==> src/fdc_pkg.sv <==
package fdc_pkg;

    // ********************************
    // register indices (byte address = 4 * index)
    // ********************************
    localparam logic [5:0] IDX_LUT_LAST = 6'h08;
    localparam logic [5:0] IDX_OTP_PROGRAM_COUNT = 6'h09;
    localparam logic [5:0] IDX_CFG = 6'h0a;
    localparam logic [5:0] IDX_STAT = 6'h0b;
    localparam logic [5:0] IDX_SOFT = 6'h0d;
    localparam logic [5:0] IDX_PLL = 6'h0f;
    localparam logic [5:0] IDX_FACT = 6'h10;
    localparam logic [5:0] IDX_THR = 6'h14;
    localparam logic [5:0] IDX_COMMIT = 6'h15;

    // ********************************
    // field positions
    // ********************************
    localparam int POS_OTP_PROGRAM_COUNT = 6;
    localparam int POS_IND_SEL = 6;
    localparam int POS_MIN_SPD = 3;
    localparam int POS_RAMP = 2;
    localparam int POS_ILIM = 0;
    localparam int POS_TACH = 7;
    localparam int POS_TEST = 6;
    localparam int POS_ZERO = 5;
    localparam int POS_SOFT = 6;
    localparam int POS_LPOL = 5;
    localparam int POS_PLL = 6;
    localparam int POS_RETRY = 4;
    localparam int POS_FACT = 4;
    localparam int POS_COMMIT = 0;

    // ********************************
    // values after reset
    // ********************************
    localparam logic [8:0][7:0] RST_LUT = {
        8'hff, 8'hdf, 8'hbf, 8'h9f, 8'h7f, 8'h5f, 8'h3f, 8'h1f, 8'h1f};
    localparam logic [1:0] RST_OTP_PROGRAM_COUNT = 2'h0;
    localparam logic [1:0] RST_IND_SEL = 2'h0;
    localparam logic [2:0] RST_MIN_SPD = 3'h3;
    localparam logic RST_RAMP = 1'h1;
    localparam logic [1:0] RST_ILIM = 2'h2;
    localparam logic RST_ZERO = 1'h1;
    localparam logic RST_SOFT = 1'h1;
    localparam logic RST_LPOL = 1'h0;
    localparam logic RST_PLL = 1'h1;
    localparam logic [1:0] RST_RETRY = 2'h3;
    localparam logic RST_FACT = 1'h0;
    localparam logic [7:0] RST_THR = 8'h20;

    // ********************************
    // codes and counts
    // ********************************
    localparam logic [1:0] OTP_PROGRAM_COUNT_MAX = 2'h2;
    localparam logic [8:0] HYST_STEPS = 9'h003;
    localparam logic [1:0] RESP_OKAY = 2'h0;
    localparam logic [1:0] RESP_SLVERR = 2'h2;

    typedef enum logic [1:0] {
        IND_TACH, IND_TACH_HALF, IND_RSVD, IND_LOCK
    } fdc_ind_sel_t;

    typedef struct packed {
        logic awvalid;
        logic [7:0] awaddr;
        logic wvalid;
        logic [31:0] wdata;
        logic [3:0] wstrb;
        logic bready;
        logic arvalid;
        logic [7:0] araddr;
        logic rready;
    } fdc_axi_req_t;

    typedef struct packed {
        logic awready;
        logic wready;
        logic bvalid;
        logic [1:0] bresp;
        logic arready;
        logic rvalid;
        logic [31:0] rdata;
        logic [1:0] rresp;
    } fdc_axi_rsp_t;

    typedef struct packed {
        logic [2:0] min_speed_resolution;
        logic duty_ramp_time_sel;
        logic [1:0] current_limit_sel;
        logic soft_switching_enable;
        logic phase_lock_enable;
        logic [1:0] lock_retry_time_sel;
    } fdc_cfg_t;

endpackage : fdc_pkg

==> src/fdc_regs.sv <==
// The AXI4-Lite register port was chosen for this implementation.
`timescale 1ns/1ps
// Notes on behaviour
// - nine 8-bit output duty entries at 0x00-0x08, defaults 0x1f up to 0xff
// - bits 7:6 of 0x09 count memory commits: 00 none, 01 once, 10 twice
// - bits 7:6 of 0x0a pick indicator: tach, half tach, or lock
// - bits 5:3 of 0x0a set minimum speed resolution, default 011
// - bit 2 of 0x0a picks soft-start ramp time, 1 gives 5.2s
// - bits 1:0 of 0x0a select high-side current limit, default 10
// - bit 7 of 0x0b reads back the live tach level
// - bit 6 of 0x0b reads 1 in test mode; memory block inactive there
// - bit 5 of 0x0b enables zero speed below starting duty, default 1
// - bit 6 of 0x0d enables soft phase switching, default 1
// - bit 5 of 0x0d sets lock indication polarity, 0 means high when locked
// - bit 6 of 0x0f enables current zero-crossing phase lock, default 1
// - bits 5:4 of 0x0f select lock retry wait, default 11
// - 0x14 holds starting duty threshold, linear 0 to 100%, default 0x20
// - zero speed below threshold; restart only above threshold plus hysteresis
// - without zero speed, below threshold output holds the first table entry
// - memory commits allowed at most twice

module fdc_regs (
    input wire logic clk,
    input wire logic rst,
    input wire fdc_pkg::fdc_axi_req_t axi_req,
    output fdc_pkg::fdc_axi_rsp_t axi_rsp,
    input wire logic [7:0] duty_in,
    input wire logic tach_in,
    input wire logic lock_in,
    input wire logic test_in,
    output logic [7:0] duty_out,
    output fdc_pkg::fdc_cfg_t cfg_out,
    output logic ind_o,
    output logic ind_oe_n,
    output logic nvm_otp_program_count_o
);

    // ********************************
    // state
    // ********************************
    typedef struct packed {
        logic [8:0][7:0] lut;
        logic [1:0] otp_program_count_cnt;
        logic [1:0] ind_sel;
        logic [2:0] min_spd;
        logic ramp_sel;
        logic [1:0] ilim;
        logic zero_en;
        logic soft_en;
        logic lock_pol;
        logic pll_en;
        logic [1:0] retry_sel;
        logic fact_mode;
        logic [7:0] thr;
        logic tach_s1;
        logic tach_s2;
        logic tach_s3;
        logic test_s1;
        logic test_s2;
        logic lock_s1;
        logic lock_s2;
        logic tach_half;
        logic running;
        logic [7:0] duty;
        logic ind_oe_n;
        logic ind_dat;
        logic nvm_pulse;
        logic awrdy;
        logic wrdy;
        logic [5:0] widx;
        logic [7:0] wdat;
        logic wen;
        logic bvalid;
        logic [1:0] bresp;
        logic arrdy;
        logic rvalid;
        logic [1:0] rresp;
        logic [31:0] rdata;
    } fdc_state_t;

    fdc_state_t s_r;
    fdc_state_t s_nxt;

    // ********************************
    // helpers
    // ********************************
    function automatic logic is_mapped(input logic [5:0] idx);
        logic m;
        m = (idx <= fdc_pkg::IDX_LUT_LAST);
        case (idx)
            fdc_pkg::IDX_OTP_PROGRAM_COUNT, fdc_pkg::IDX_CFG, fdc_pkg::IDX_STAT,
            fdc_pkg::IDX_SOFT, fdc_pkg::IDX_PLL, fdc_pkg::IDX_FACT,
            fdc_pkg::IDX_THR, fdc_pkg::IDX_COMMIT: m = 1'b1;
            default: ;
        endcase
        return m;
    endfunction : is_mapped

    function automatic logic [7:0] rd_reg(input fdc_state_t s, input logic [5:0] idx);
        logic [7:0] v;
        v = 8'h00;
        if (idx <= fdc_pkg::IDX_LUT_LAST) begin
            v = s.lut[idx[3:0]];
        end else begin
            case (idx)
                fdc_pkg::IDX_OTP_PROGRAM_COUNT: v[fdc_pkg::POS_OTP_PROGRAM_COUNT +: 2] = s.otp_program_count_cnt;
                fdc_pkg::IDX_CFG: begin
                    v[fdc_pkg::POS_IND_SEL +: 2] = s.ind_sel;
                    v[fdc_pkg::POS_MIN_SPD +: 3] = s.min_spd;
                    v[fdc_pkg::POS_RAMP] = s.ramp_sel;
                    v[fdc_pkg::POS_ILIM +: 2] = s.ilim;
                end
                fdc_pkg::IDX_STAT: begin
                    v[fdc_pkg::POS_TACH] = s.tach_s2;
                    v[fdc_pkg::POS_TEST] = s.test_s2;
                    v[fdc_pkg::POS_ZERO] = s.zero_en;
                end
                fdc_pkg::IDX_SOFT: begin
                    v[fdc_pkg::POS_SOFT] = s.soft_en;
                    v[fdc_pkg::POS_LPOL] = s.lock_pol;
                end
                fdc_pkg::IDX_PLL: begin
                    v[fdc_pkg::POS_PLL] = s.pll_en;
                    v[fdc_pkg::POS_RETRY +: 2] = s.retry_sel;
                end
                fdc_pkg::IDX_FACT: v[fdc_pkg::POS_FACT] = s.fact_mode;
                fdc_pkg::IDX_THR: v = s.thr;
                default: v = 8'h00;
            endcase
        end
        return v;
    endfunction : rd_reg

    // linear blend between two neighbouring table entries
    function automatic logic [7:0] lut_blend(input logic [7:0] lo, input logic [7:0] hi,
                                              input logic [4:0] frac);
        logic signed [8:0] diff;
        logic signed [14:0] prod;
        logic signed [9:0] sum;
        diff = $signed({1'b0, hi}) - $signed({1'b0, lo});
        prod = 15'(diff * $signed({1'b0, frac}));
        sum = $signed({2'b00, lo}) + 10'(prod >>> 5);
        return sum[7:0];
    endfunction : lut_blend

    // ********************************
    // next state
    // ********************************
    logic [8:0] thr_hi;
    logic [3:0] seg;
    logic ind_level;

    always_comb begin
        s_nxt = s_r;
        thr_hi = {1'b0, s_r.thr} + fdc_pkg::HYST_STEPS;
        seg = {1'b0, duty_in[7:5]};
        ind_level = s_r.tach_s2;

        // pin synchronisers; stage two is read, and tach stage three also feeds the edge detect
        s_nxt.tach_s1 = tach_in;
        s_nxt.tach_s2 = s_r.tach_s1;
        s_nxt.tach_s3 = s_r.tach_s2;
        s_nxt.test_s1 = test_in;
        s_nxt.test_s2 = s_r.test_s1;
        s_nxt.lock_s1 = lock_in;
        s_nxt.lock_s2 = s_r.lock_s1;
        s_nxt.nvm_pulse = 1'b0;

        // half-rate tach toggles on each rising edge
        if (s_r.tach_s2 && !s_r.tach_s3) begin
            s_nxt.tach_half = !s_r.tach_half;
        end

        // indicator select; reserved code falls back to plain tach
        case (fdc_pkg::fdc_ind_sel_t'(s_r.ind_sel))
            fdc_pkg::IND_TACH: ind_level = s_r.tach_s2;
            fdc_pkg::IND_TACH_HALF: ind_level = s_r.tach_half;
            fdc_pkg::IND_LOCK: ind_level = s_r.lock_s2 ^ s_r.lock_pol;
            default: ind_level = s_r.tach_s2;
        endcase
        // open drain: enable asserted (low) only to pull the line low
        s_nxt.ind_oe_n = ind_level;
        s_nxt.ind_dat = 1'b0;

        // start/stop with hysteresis so the fan does not chatter at the edge
        if (!s_r.zero_en) begin
            s_nxt.running = 1'b1;
        end else if (!s_r.running && ({1'b0, duty_in} > thr_hi)) begin
            s_nxt.running = 1'b1;
        end else if (s_r.running && (duty_in < s_r.thr)) begin
            s_nxt.running = 1'b0;
        end

        if (s_r.zero_en && !s_r.running) begin
            s_nxt.duty = 8'h00;
        end else if (duty_in < s_r.thr) begin
            s_nxt.duty = s_r.lut[0];
        end else begin
            s_nxt.duty = lut_blend(s_r.lut[seg], s_r.lut[seg + 4'h1], duty_in[4:0]);
        end

        // ********************************
        // write channel
        // ********************************
        if (axi_req.awvalid && s_r.awrdy) begin
            s_nxt.awrdy = 1'b0;
            s_nxt.widx = axi_req.awaddr[7:2];
        end
        if (axi_req.wvalid && s_r.wrdy) begin
            s_nxt.wrdy = 1'b0;
            s_nxt.wdat = axi_req.wdata[7:0];
            s_nxt.wen = axi_req.wstrb[0];
        end
        if (!s_r.awrdy && !s_r.wrdy && !s_r.bvalid) begin
            s_nxt.bvalid = 1'b1;
            s_nxt.bresp = is_mapped(s_r.widx) ? fdc_pkg::RESP_OKAY : fdc_pkg::RESP_SLVERR;
            if (s_r.wen) begin
                if (s_r.widx <= fdc_pkg::IDX_LUT_LAST) begin
                    s_nxt.lut[s_r.widx[3:0]] = s_r.wdat;
                end
                case (s_r.widx)
                    fdc_pkg::IDX_CFG: begin
                        s_nxt.ind_sel = s_r.wdat[fdc_pkg::POS_IND_SEL +: 2];
                        s_nxt.min_spd = s_r.wdat[fdc_pkg::POS_MIN_SPD +: 3];
                        s_nxt.ramp_sel = s_r.wdat[fdc_pkg::POS_RAMP];
                        s_nxt.ilim = s_r.wdat[fdc_pkg::POS_ILIM +: 2];
                    end
                    fdc_pkg::IDX_STAT: s_nxt.zero_en = s_r.wdat[fdc_pkg::POS_ZERO];
                    fdc_pkg::IDX_SOFT: begin
                        s_nxt.soft_en = s_r.wdat[fdc_pkg::POS_SOFT];
                        s_nxt.lock_pol = s_r.wdat[fdc_pkg::POS_LPOL];
                    end
                    fdc_pkg::IDX_PLL: begin
                        s_nxt.pll_en = s_r.wdat[fdc_pkg::POS_PLL];
                        s_nxt.retry_sel = s_r.wdat[fdc_pkg::POS_RETRY +: 2];
                    end
                    fdc_pkg::IDX_FACT: s_nxt.fact_mode = s_r.wdat[fdc_pkg::POS_FACT];
                    fdc_pkg::IDX_THR: s_nxt.thr = s_r.wdat;
                    fdc_pkg::IDX_COMMIT: begin
                        // memory block is dark in test mode, and the count saturates
                        if (s_r.wdat[fdc_pkg::POS_COMMIT] && s_r.fact_mode && !s_r.test_s2
                            && (s_r.otp_program_count_cnt < fdc_pkg::OTP_PROGRAM_COUNT_MAX)) begin
                            s_nxt.otp_program_count_cnt = s_r.otp_program_count_cnt + 2'h1;
                            s_nxt.nvm_pulse = 1'b1;
                        end
                    end
                    default: ;
                endcase
            end
        end
        if (s_r.bvalid && axi_req.bready) begin
            s_nxt.bvalid = 1'b0;
            s_nxt.awrdy = 1'b1;
            s_nxt.wrdy = 1'b1;
        end

        // ********************************
        // read channel
        // ********************************
        if (axi_req.arvalid && s_r.arrdy) begin
            s_nxt.arrdy = 1'b0;
            s_nxt.rvalid = 1'b1;
            s_nxt.rdata = {24'h000000, rd_reg(s_r, axi_req.araddr[7:2])};
            s_nxt.rresp = is_mapped(axi_req.araddr[7:2]) ? fdc_pkg::RESP_OKAY
                                                         : fdc_pkg::RESP_SLVERR;
        end
        if (s_r.rvalid && axi_req.rready) begin
            s_nxt.rvalid = 1'b0;
            s_nxt.arrdy = 1'b1;
        end

        if (rst) begin
            s_nxt = '0;
            s_nxt.lut = fdc_pkg::RST_LUT;
            s_nxt.otp_program_count_cnt = fdc_pkg::RST_OTP_PROGRAM_COUNT;
            s_nxt.ind_sel = fdc_pkg::RST_IND_SEL;
            s_nxt.min_spd = fdc_pkg::RST_MIN_SPD;
            s_nxt.ramp_sel = fdc_pkg::RST_RAMP;
            s_nxt.ilim = fdc_pkg::RST_ILIM;
            s_nxt.zero_en = fdc_pkg::RST_ZERO;
            s_nxt.soft_en = fdc_pkg::RST_SOFT;
            s_nxt.lock_pol = fdc_pkg::RST_LPOL;
            s_nxt.pll_en = fdc_pkg::RST_PLL;
            s_nxt.retry_sel = fdc_pkg::RST_RETRY;
            s_nxt.fact_mode = fdc_pkg::RST_FACT;
            s_nxt.thr = fdc_pkg::RST_THR;
            s_nxt.ind_oe_n = 1'b1;
            s_nxt.awrdy = 1'b1;
            s_nxt.wrdy = 1'b1;
            s_nxt.arrdy = 1'b1;
        end
    end

    always_ff @(posedge clk) begin
        s_r <= s_nxt;
    end

    // ********************************
    // outputs
    // ********************************
    assign axi_rsp.awready = s_r.awrdy;
    assign axi_rsp.wready = s_r.wrdy;
    assign axi_rsp.bvalid = s_r.bvalid;
    assign axi_rsp.bresp = s_r.bresp;
    assign axi_rsp.arready = s_r.arrdy;
    assign axi_rsp.rvalid = s_r.rvalid;
    assign axi_rsp.rdata = s_r.rdata;
    assign axi_rsp.rresp = s_r.rresp;
    assign duty_out = s_r.duty;
    assign cfg_out.min_speed_resolution = s_r.min_spd;
    assign cfg_out.duty_ramp_time_sel = s_r.ramp_sel;
    assign cfg_out.current_limit_sel = s_r.ilim;
    assign cfg_out.soft_switching_enable = s_r.soft_en;
    assign cfg_out.phase_lock_enable = s_r.pll_en;
    assign cfg_out.lock_retry_time_sel = s_r.retry_sel;
    // open drain: data stays low, the enable does the signalling
    assign ind_o = s_r.ind_dat;
    assign ind_oe_n = s_r.ind_oe_n;
    assign nvm_otp_program_count_o = s_r.nvm_pulse;

endmodule : fdc_regs

==> config.mk <==
export PLATFORM = sky130hd
export DESIGN_NAME = fdc_regs
export DESIGN_NICKNAME = d
export VERILOG_FILES = /design/src/fdc_pkg.sv /design/src/fdc_regs.sv
export SDC_FILE = /design/constraint.sdc
export NUM_CORES = 1
export LEC_CHECK = 0
export ABC_AREA = 1
export BUFFER_PORTS_ARGS = -buffer_cell sky130_fd_sc_hd__buf_4
export CORE_MARGIN = 1.5
export CORE_UTILIZATION = 30
export CTS_CLUSTER_DIAMETER = 80
export DETAILED_ROUTE_END_ITERATION = 8
export GPL_ROUTABILITY_DRIVEN = 0
export PLACE_DENSITY = 0.57
export SYNTH_ARGS = -nofsm -noshare
export SYNTH_HDL_FRONTEND = slang
export SYNTH_SLANG_ARGS = --single-unit
==> constraint.sdc <==
create_clock -name clk -period 8.19 [get_ports clk]
set_clock_uncertainty 0.05 [all_clocks]
set_input_delay 1.2285 -clock clk [delete_from_list [all_inputs] [get_ports clk]]
set_output_delay 1.2285 -clock clk [all_outputs]
set_load 0.01 [all_outputs]
==> out/qor.txt <==
Worst slack, placed = 227 ps
All-Layer GR Usage = 18.2%
Final hold violations = 0
Min Hold Slack = 350 ps
RSZ-0062 raised after global routing = false
Register bit total from synthesis = 146
Peak VDD IR = 333 uV
PostCTS Resize Cnt = 0
Row Count = 67
Num ports = 132
Share of layout cells above drive strength 1 = 11.3%
Post-layout power = 4.16 mW
Crit path launch = duty_in[5]
Fin crit period = 7510 ps
Vias in the first global route = 9047
Post-layout util = 34.8%
Worst-Skew Late Latency = 440 ps
Cts hold-fix bufs = 0
DRC viols = 0
Mean Syn Cell Area = 6.99 sq um
Drt total wl = 31500 um
Die area = 35000 sq um
Post-synthesis cell area = 10200 sq um
Setup TNS = 0 ps
Largest area contributor in the netlist = dfxtp_1
Synth unique cells = 48
Worst-path maximum fanout = 41
Cell area after layout = 11700 sq um
Final Max Slew Viols = 0
Final period util = 91.7%
Worst Path Buf+Inv = 14
Num CTS Buffers = 17
Sequential share of the synthesized area = 28.8%
# diodes = 0
Setup bufs post-CTS = 0
Placed Area = 11000 sq um
Max-Cap Viols = 0
TritonRoute pass-1 iters = 7
Levels on crit path = 44
CTS Buffer Depth = 2
PortBufs = 73
EDFF count, synth = 0
CP Class = in2reg
Clock slew at reported path FFs = 70 ps
Number of antenna violations at the first check in global routing = 0
Final setup margin = 678 ps
Status = completed
Wire per inst = 16.1 um
Area of the core = 33400 sq um
R2R cell count = 43
R2r endpoint = duty_out[7]
First-pass GRT wire length = 50100 um
Synth top area cells = dfxtp_1 (29%), nand2_1 (9.1%), inv_1 (8.0%)
Delay-heaviest family, CP = adder cells
Reg-to-reg slack, setup = 1470 ps
Fin cells = 1958
Root buf cell = clkbuf_16
Largest net degree at the start of global routing = 86
Congestion Overflow GR = 0
Final #Nets = 1646
Fill count = 3591
Multi-input logic area = 5800 sq um
Critical Path Sink = duty_out[7]
WP data required = 8490 ps
Worst-Margin Slew = 1060 ps
Initial Util = 30.4%
Post-detail-place hpwl = 23800 um
DP Cell Count = 1926
Final setup vio count = 0
CP max-delay cell = fa_1
Initial drt markers = 861
Most Frequent Cell on Critical Path = nand2_1
Post-DRT Antenna Nets = 0
Crit path capture type = flop
Area Overhead vs Synth = 14.7%
Routed vias/inst = 4.95
Leakage = 5.75 nW
Synth Warn # = 0
Die Ht = 187 um
Number of clock sinks = 146
Async SR Flop Fraction = 0%
Pwr Density = 357 nW/um^2
Startpoint Class = input port
Reg-to-reg critical path startpoint = s_r[143]
Syn Inst Count = 1455
Htree depth = 4
Critical Path Max Stage Delay = 560 ps
Vias = 9684
Hold crit path type = reg2reg
CTS tree = done
CP arrival = 7810 ps
Share of the synthesized area in the top cell type = 28.8%
Relative slew slack = 29.6%
Top_reg_cell synth = dfxtp_1
Max Freq = 133 MHz
FF/Latch Area = 2920 sq um
Die W = 187 um
## routing by layer
layer | GRT usage, % | part of all wire, %
met1 | 25.3 | 46
met2 | 28.0 | 43
met3 | 2.95 | 7.1
met4 | 7.54 | 3.3
met5 | 0 | 0
## worst reg2reg max path, delay by kind of cell, from the launching register on
family	cells	cell delay [ps]
fa+ha+maj	6	2470
xor+xnor	1	150
buf+inv	8	640
compound gates	10	1390
simple gates	18	1590
flops	1	330
## synthesized netlist by cell type (3+ instances only)
cell type	instances
a31oi_1	3
o21a_1	5
a211oi_1	5
a21oi_1	125
clkinv_1	7
nor2_1	106
o221ai_1	3
xnor2_1	9
nor2_2	3
buf_1	3
o22ai_1	14
o2111ai_1	7
nand4_1	7
clkbuf_1	43
o21ai_0	156
buf_2	9
inv_1	216
a221oi_1	3
dfxtp_1	146
xor2_1	17
o21bai_1	3
fa_1	26
ha_1	53
buf_4	61
nand2_2	5
a22oi_1	7
nand3_1	63
o211ai_1	70
o211ai_2	5
nand2_1	246
nor3_1	9
inv_2	4
## state kept, by name, indices dropped and copies added, names as in the netlist
register,flops
s_r,111
axi_rsp,15
cfg_out,10
duty_out,8
ind_oe_n,1
nvm_otp_program_count_o,1
## cells in the final DEF, fill, tap and decap left out, drive strengths merged, types with 14 or more instances in the layout
master	instances
o211ai	75
nor2	111
ha	53
buf	114
conb	27
clkbuf	18
xor2	17
nand3	64
nand2	252
dfxtp	146
a21oi	126
inv	226
o21ai	156
o22ai	14
fa	26
## how the worst min path moves through the flow
stage | startpoint | end | cells past startpoint
2_1_floorplan | s_r[70] | s_r[69] | 2
3_3_place_gp | s_r[70] | s_r[69] | 2
3_5_place_dp | s_r[70] | s_r[69] | 2
4_1_cts | s_r[70] | s_r[69] | 2
5_1_grt | s_r[75] | s_r[74] | 2
6_report | s_r[70] | s_r[69] | 2
## area by class of cell
cell class,instances,share of cell area [%]
sequential,146,25.1
clock buffer,18,3.77
tap,448,4.81
inverter,227,7.31
clock inverter,14,1.47
multi-input combinational,991,49.8
timing repair buffer,114,7.77
## kinds of logic after synthesis
group	count (synthesis)	share of synthesized area, %
AOI/OAI and AO/OA	412	23.8
xor gates and xnor gates	26	2.24
adders and majority gates	79	11.6
buffers and inverters	344	15.1
DFF	146	28.8
other	1	0.0369
and+or+nand+nor	447	18.4
## report_power, final
group	internal (mW)	switching [mW]
Combinational	1.13	1.45
Clock	0.467	0.349
Sequential	0.737	0.0205
Total	2.33	1.82
(Power assumes the default switching activity.)
